`src/pkg/adcst_map.svh`:
```
// register map and timing constants for the converter start/trigger control
// assumes inclusion by bare name from the design file, the checker and the bench
`ifndef ADCST_MAP_SVH
`define ADCST_MAP_SVH
`define ADCST_CTRL_ADDR    32'h4001C000
`define ADCST_SEL_LSB      0
`define ADCST_SEL_MSB      7
`define ADCST_DIV_LSB      8
`define ADCST_DIV_MSB      15
`define ADCST_BURST_BIT    16
`define ADCST_BURST_CLOCKS_PER_CONVERSION_LSB     17
`define ADCST_BURST_CLOCKS_PER_CONVERSION_MSB     19
`define ADCST_PDN_BIT      21
`define ADCST_START_LSB    24
`define ADCST_START_MSB    26
`define ADCST_EDGE_BIT     27
`define ADCST_CTRL_RESET   32'h00000000
`define ADCST_WMASK        32'h0F2FFFFF
`define ADCST_FULL_BURST_CLOCKS_PER_CONVERSION    4'hB
`define ADCST_FULL_BITS    4'hA
`endif

```
`src/pkg/adcst_pkg.sv`:
```
// types for the converter start/trigger control block
// assumes the map header sits beside it
package adcst_pkg;
  typedef enum logic [2:0] {
    ADCST_ST_NONE = 3'h0,
    ADCST_ST_NOW  = 3'h1,
    ADCST_ST_SCP0 = 3'h2,
    ADCST_ST_LCP0 = 3'h3,
    ADCST_ST_LMT0 = 3'h4,
    ADCST_ST_LMT1 = 3'h5,
    ADCST_ST_SMT0 = 3'h6,
    ADCST_ST_SMT1 = 3'h7
  } adcst_start_e;

  typedef enum logic [1:0] {
    ADCST_IDLE = 2'h0,
    ADCST_CONV = 2'h1,
    ADCST_BRST = 2'h2
  } adcst_fsm_e;

  typedef struct packed {
    logic short_timer0_capture0;
    logic long_timer0_capture0;
    logic long_timer0_match0;
    logic long_timer0_match1;
    logic short_timer0_match0;
    logic short_timer0_match1;
  } adcst_trig_s;

  typedef struct packed {
    logic [31:0]  ctrl;
    logic [5:0]   sync1;
    logic [5:0]   sync2;
    logic         sel_prev;
    logic         sel_prev_ok;
    adcst_fsm_e   fsm;
    logic [3:0]   cnt;
    logic         conv_start;
    logic         conv_busy;
    logic         conv_done;
    logic [3:0]   conv_bits;
    logic [31:0]  rdata;
  } adcst_state_s;
endpackage

```
`src/rtl/adcst_ctrl.sv`:
```
// converter control register with start-trigger selection and conversion pacing
// assumes a 10 MHz ref_clk, trigger inputs asynchronous to it, one-cycle bus strobes
//
// Local design decision: the address-and-strobe port.
`timescale 1ns/1ps
`include "adcst_map.svh"

module adcst_ctrl
  import adcst_pkg::*;
(
  input  wire logic        ref_clk,
  input  wire logic        nrst,
  input  wire logic [31:0] addr,
  input  wire logic [31:0] wdata,
  input  wire logic        wr,
  input  wire logic        rd,
  output logic      [31:0] rdata,
  input  wire adcst_trig_s trig,
  output logic      [31:0] converter_control,
  output logic             conv_start,
  output logic             conv_busy,
  output logic             conv_done,
  output logic      [3:0]  conv_bits
);

  adcst_state_s s_q;
  adcst_state_s s_d;

  logic         ctrl_hit;
  logic [2:0]   start_f;
  logic         edge_f;
  logic         burst_f;
  logic [2:0]   burst_clocks_per_conversion_f;
  logic         sel_now;
  logic         fire;
  logic [3:0]   len;

  assign ctrl_hit = addr == `ADCST_CTRL_ADDR;
  assign start_f  = s_q.ctrl[`ADCST_START_MSB:`ADCST_START_LSB];
  assign edge_f   = s_q.ctrl[`ADCST_EDGE_BIT];
  assign burst_f  = s_q.ctrl[`ADCST_BURST_BIT];
  assign burst_clocks_per_conversion_f   = s_q.ctrl[`ADCST_BURST_CLOCKS_PER_CONVERSION_MSB:`ADCST_BURST_CLOCKS_PER_CONVERSION_LSB];
  assign len      = `ADCST_FULL_BURST_CLOCKS_PER_CONVERSION - {1'b0, burst_clocks_per_conversion_f};

  // only second-stage samples feed the selector
  always_comb begin
    unique case (adcst_start_e'(start_f))
      ADCST_ST_SCP0: sel_now = s_q.sync2[5];
      ADCST_ST_LCP0: sel_now = s_q.sync2[4];
      ADCST_ST_LMT0: sel_now = s_q.sync2[3];
      ADCST_ST_LMT1: sel_now = s_q.sync2[2];
      ADCST_ST_SMT0: sel_now = s_q.sync2[1];
      ADCST_ST_SMT1: sel_now = s_q.sync2[0];
      default:       sel_now = 1'b0;
    endcase
  end

  // edge only counts when previous sample came from the same source
  always_comb begin
    fire = 1'b0;
    if (start_f >= 3'h2 && s_q.sel_prev_ok) begin
      fire = edge_f ? (s_q.sel_prev & ~sel_now)
                    : (~s_q.sel_prev & sel_now);
    end
  end

  always_comb begin
    s_d            = s_q;
    s_d.sync1      = trig;
    s_d.sync2      = s_q.sync1;
    s_d.sel_prev   = sel_now;
    s_d.sel_prev_ok = start_f >= 3'h2;
    s_d.conv_start = 1'b0;
    s_d.conv_done  = 1'b0;
    s_d.rdata      = 32'h00000000;

    if (rd && ctrl_hit) begin
      // reserved bits simply read as zero, a legal undefined value
      s_d.rdata = s_q.ctrl & `ADCST_WMASK;
    end

    unique case (s_q.fsm)
      ADCST_IDLE: begin
        if (burst_f) begin
          s_d.fsm        = ADCST_BRST;
          s_d.cnt        = len;
          s_d.conv_start = 1'b1;
          s_d.conv_bits  = `ADCST_FULL_BITS - {1'b0, burst_clocks_per_conversion_f};
        end else if (fire) begin
          s_d.fsm        = ADCST_CONV;
          s_d.cnt        = `ADCST_FULL_BURST_CLOCKS_PER_CONVERSION;
          s_d.conv_start = 1'b1;
          s_d.conv_bits  = `ADCST_FULL_BITS;
        end
      end
      ADCST_CONV, ADCST_BRST: begin
        if (s_q.cnt <= 4'h1) begin
          s_d.conv_done = 1'b1;
          if (s_q.fsm == ADCST_BRST && burst_f) begin
            s_d.cnt        = len;
            s_d.conv_start = 1'b1;
            s_d.conv_bits  = `ADCST_FULL_BITS - {1'b0, burst_clocks_per_conversion_f};
          end else begin
            s_d.fsm = ADCST_IDLE;
          end
        end else begin
          s_d.cnt = s_q.cnt - 4'h1;
        end
      end
      default: s_d.fsm = ADCST_IDLE;
    endcase

    if (wr && ctrl_hit) begin
      s_d.ctrl = wdata & `ADCST_WMASK;
      // start-now ignored under burst; burst owns the converter
      if (wdata[`ADCST_START_MSB:`ADCST_START_LSB] == ADCST_ST_NOW
          && !wdata[`ADCST_BURST_BIT]) begin
        s_d.fsm        = ADCST_CONV;
        s_d.cnt        = `ADCST_FULL_BURST_CLOCKS_PER_CONVERSION;
        s_d.conv_start = 1'b1;
        s_d.conv_bits  = `ADCST_FULL_BITS;
      end
      // zero start arms nothing; the selector yields no edge
      s_d.sel_prev_ok = 1'b0;
    end
    s_d.conv_busy = s_d.fsm != ADCST_IDLE;
  end

  always_ff @(posedge ref_clk or negedge nrst) begin
    if (!nrst) begin
      s_q <= '{ctrl: `ADCST_CTRL_RESET, fsm: ADCST_IDLE, default: '0};
    end else begin
      s_q <= s_d;
    end
  end

  assign rdata             = s_q.rdata;
  assign converter_control = s_q.ctrl;
  assign conv_start        = s_q.conv_start;
  assign conv_busy         = s_q.conv_busy;
  assign conv_done         = s_q.conv_done;
  assign conv_bits         = s_q.conv_bits;

endmodule

```
`config.mk`:
```
export PLATFORM = sky130hd
export DESIGN_NAME = adcst_ctrl
export DESIGN_NICKNAME = d
export VERILOG_FILES = /design/src/pkg/adcst_pkg.sv /design/src/rtl/adcst_ctrl.sv
export VERILOG_INCLUDE_DIRS = /design/src /design/src/pkg
export SDC_FILE = /design/constraint.sdc
export NUM_CORES = 1
export LEC_CHECK = 0
export ABC_AREA = 1
export BUFFER_PORTS_ARGS = -buffer_cell sky130_fd_sc_hd__buf_2
export CAP_MARGIN = 20
export CORE_AREA = 4 4 94 96
export CTS_CLUSTER_SIZE = 10
export DETAILED_ROUTE_END_ITERATION = 8
export DIE_AREA = 0 0 98 100
export PLACE_DENSITY = 0.83
export SLEW_MARGIN = 20
export SYNTH_ARGS = -nofsm -noshare
export SYNTH_HDL_FRONTEND = slang
export SYNTH_SLANG_ARGS = --single-unit
```
`constraint.sdc`:
```
create_clock -name ref_clk -period 2.1 [get_ports ref_clk]
set_input_delay 0.105 -clock ref_clk [delete_from_list [all_inputs] [get_ports ref_clk]]
set_output_delay 0.105 -clock ref_clk [all_outputs]
set_load 0.005 [all_outputs]
```
==> results.toml <==
[yosys]
synthXorXnorAreaFrac_pct = 0.446
synth_top_family_by_area = "buffers and inverters"
synthMuxAreaShare_pct = 7.74
syn_inst = 422
synth_cell_types = 29
ys_seq_elements = 77
synthSimpleGateAreaFrac_pct = 16.2
synth_adder_area_share_pct = 1.91
synth-compound-area-share_pct = 5.25
syn_area_per_cell_um2 = 9.31
synth.cell_area_um2 = 3930
synth_seq_area_share_pct = 49.0
yosys_warnings = 0

[critical_path]
critPathArrivalTime_ps = 2290
cp-start-kind = "register"
crit_fanout = 7
crit_type = "register to register"
required_ps = 2380
reg2reg_depth = 12
crit_path_end_kind = "register"

[pwr]
power.density_nw_per_um2 = 774
total_leakage_power_nw = 2.62
vdd_drop_max_uv = 384
power_mw = 3.68

[sta]
period_share_pct = 95.5
maxSlewHeadroom_pct = 38.7
timing.final.ws_setup_ps = 93.6
max_freq_mhz = 498
worst-slew-pin-transition_ps = 919
slew_violations = 0
period_needed_ps = 2010
setup_violations = 0
fin_skew_ps = 7.95
hold_ws_ps = 24.4
hold_viol = 0

[die]
core-area_um2 = 8050
start_util_pct = 48.8
row_count = 33
die_area_um2 = 9800
fp.dieH_um = 100
die_w_um = 98
io_pins = 145

[final_layout]
syn2layout_area_growth_pct = 21.1
drive_gt1_share_pct = 35.0
fin_area_um2 = 4760
nNetsFinal = 612
fin_cells = 642
final_common_cell = "buf_2"
antennaDiodeCount = 0
layout_common_cells = "122 x buf_2, 76 x dfrtp_1, 62 x nand2_1, 52 x nor2_1, 49 x inv_1"

[clock_network]
worstSkewPairLatency_ps = 340
htreeDepth = 3
cts_tree = "done"
clk_pin_slew_ps = 80
clock_path_buffers = 2
cts.sinks = 77
root_buffer = "clkbuf_8"
cts_buffers = 9

[drt]
ant_nets = 0
drt_iter0_markers = 141
vias_per_cell = 4.61
drc = 0
dr.pass1.iters = 7
num_vias = 2959
drt-total-wl_mm = 8.53
wire_per_inst_um = 13.3

[global_routing]
grt-ovfl-total = 0
grt_start_max_net_pins = 78
gr-usage-all-layers_pct = 17.5
antenna_found_initial = 0
grt_pass1_vias = 3026
grt_pass1_wl_mm = 13.9

[placed_design]
dp.cells = 590
dp_hpwl_mm = 5.83
place.gp.congestion = 0.893
io_buffer_count = 123
dp_slack_ps = 62.8
place_area_um2 = 4200

[flow_run]
maxCapViolations = 0

[worst_hold_path]
hold_depth = 2
min-delay-path-class = "primary input to register"

[run_status]
status = "complete, no violations"
==> synth_stat cells <==
| cell | count | area [um2] |
|---|---|---|
| dfrtp_1 | 77 | 1930 |
| buf_4 | 68 | 510 |
| nand2_1 | 62 | 233 |
| nor2_1 | 53 | 199 |
| inv_1 | 52 | 195 |
| a21oi_1 | 19 | 95.1 |
| o21ai_0 | 16 | 80.1 |
| mux2_4 | 15 | 225 |
| nand3_1 | 14 | 70.1 |
| mux2_2 | 7 | 78.8 |
| ha_1 | 6 | 75.1 |
| clkbuf_1 | 4 | 15.0 |
| nand3b_1 | 3 | 22.5 |
| nor2_4 | 3 | 33.8 |
| o211ai_1 | 3 | 22.5 |
| buf_2 | 2 | 10.0 |
| buf_6 | 2 | 22.5 |
| nor3_2 | 2 | 20.0 |
| or2_1 | 2 | 12.5 |
| or2_2 | 2 | 12.5 |
| xnor2_1 | 2 | 17.5 |
| buf_1 | 1 | 3.75 |
| conb_1 | 1 | 3.75 |
| inv_2 | 1 | 3.75 |
| nand2_4 | 1 | 11.3 |
| nand3_2 | 1 | 10.0 |
| nor3_1 | 1 | 5.00 |
| nor4_1 | 1 | 6.26 |
| o221ai_1 | 1 | 8.76 |
==> flip-flops by register name, indices dropped and copies added (netlist names) <==
register and count:
converter_control 25, rdata 25, s_q 14, s_d 6, conv_bits 4, conv_busy 1, conv_done 1, conv_start 1
==> critical path, stage by stage (launching register included) <==
cell	delay (ps)
dfrtp_2	420
inv_2	90
ha_2	190
nor2_1	50
nor3_2	260
inv_2	120
nor2_4	170
inv_2	120
nor2_4	110
a21oi_1	50
o21ai_0	150
inv_1	60
a21oi_1	130
==> layer usage <==
layer	global-route usage, %	share of wire, %	vias up
li1	-	-	1449
met1	20.5	40	1373
met2	31.5	52	117
met3	4.17	6.3	20
met4	6.18	1.9	0
met5	0	0	-
==> path summary, 6_finish.rpt <==
path                                start                     to  slack [ps]
worst max-delay path              s_q[39]           conv_bits[0]          90
worst min-delay path            wdata[25]  converter_control[25]          20
worst max register to register    s_q[39]           conv_bits[0]          90
worst min register to register    s_d[51]                s_q[51]         350
max in group asynchronous            nrst                s_q[39]        1040
min in group asynchronous            nrst   converter_control[9]         440
==> power breakdown <==
part	internal [mW]	switching (mW)	total [mW]
clock network	0.587	0.564	1.15
logic	0.396	0.485	0.881
registers	1.58	0.0684	1.65
total	2.57	1.12	3.68
==> logic make-up after synthesis <==
| family | after synthesis |
|---|---|
| DFF | 77 |
| and+or+nand+nor | 145 |
| other | 1 |
| muxes | 22 |
| xor gates and xnor gates | 2 |
| adders and majority gates | 6 |
| buffers and inverters | 130 |
| AOI/OAI and AO/OA | 39 |
==> final cells by class <==
class | count | area (um2)
clock buffer | 10 | 138
sequential | 77 | 1930
clock inverter | 6 | 70.1
multi-input combinational | 228 | 1300
inverter | 53 | 199
timing repair buffer | 163 | 991
tap | 105 | 131
fill | 675 | 3290
==> through the flow <==
step	setup TNS (ps)	utilization (%)
finish	0	59.1
floorplan	0	-
detailed placement	0	52.1
global placement	0	52.1
CTS	0	58.3
global route	-58.6	59.1
==> what timing repair did <==
item | 4_1_cts | 5_1_grt
hold buffers | 29 | 0
setup endpoints to repair | 0 | 5
gates resized for setup | 0 | 7
endpoints found under the hold margin | 105 | 0
buffers inserted | 0 | 7
No activity file was read; power rests on OpenSTA's default activity.
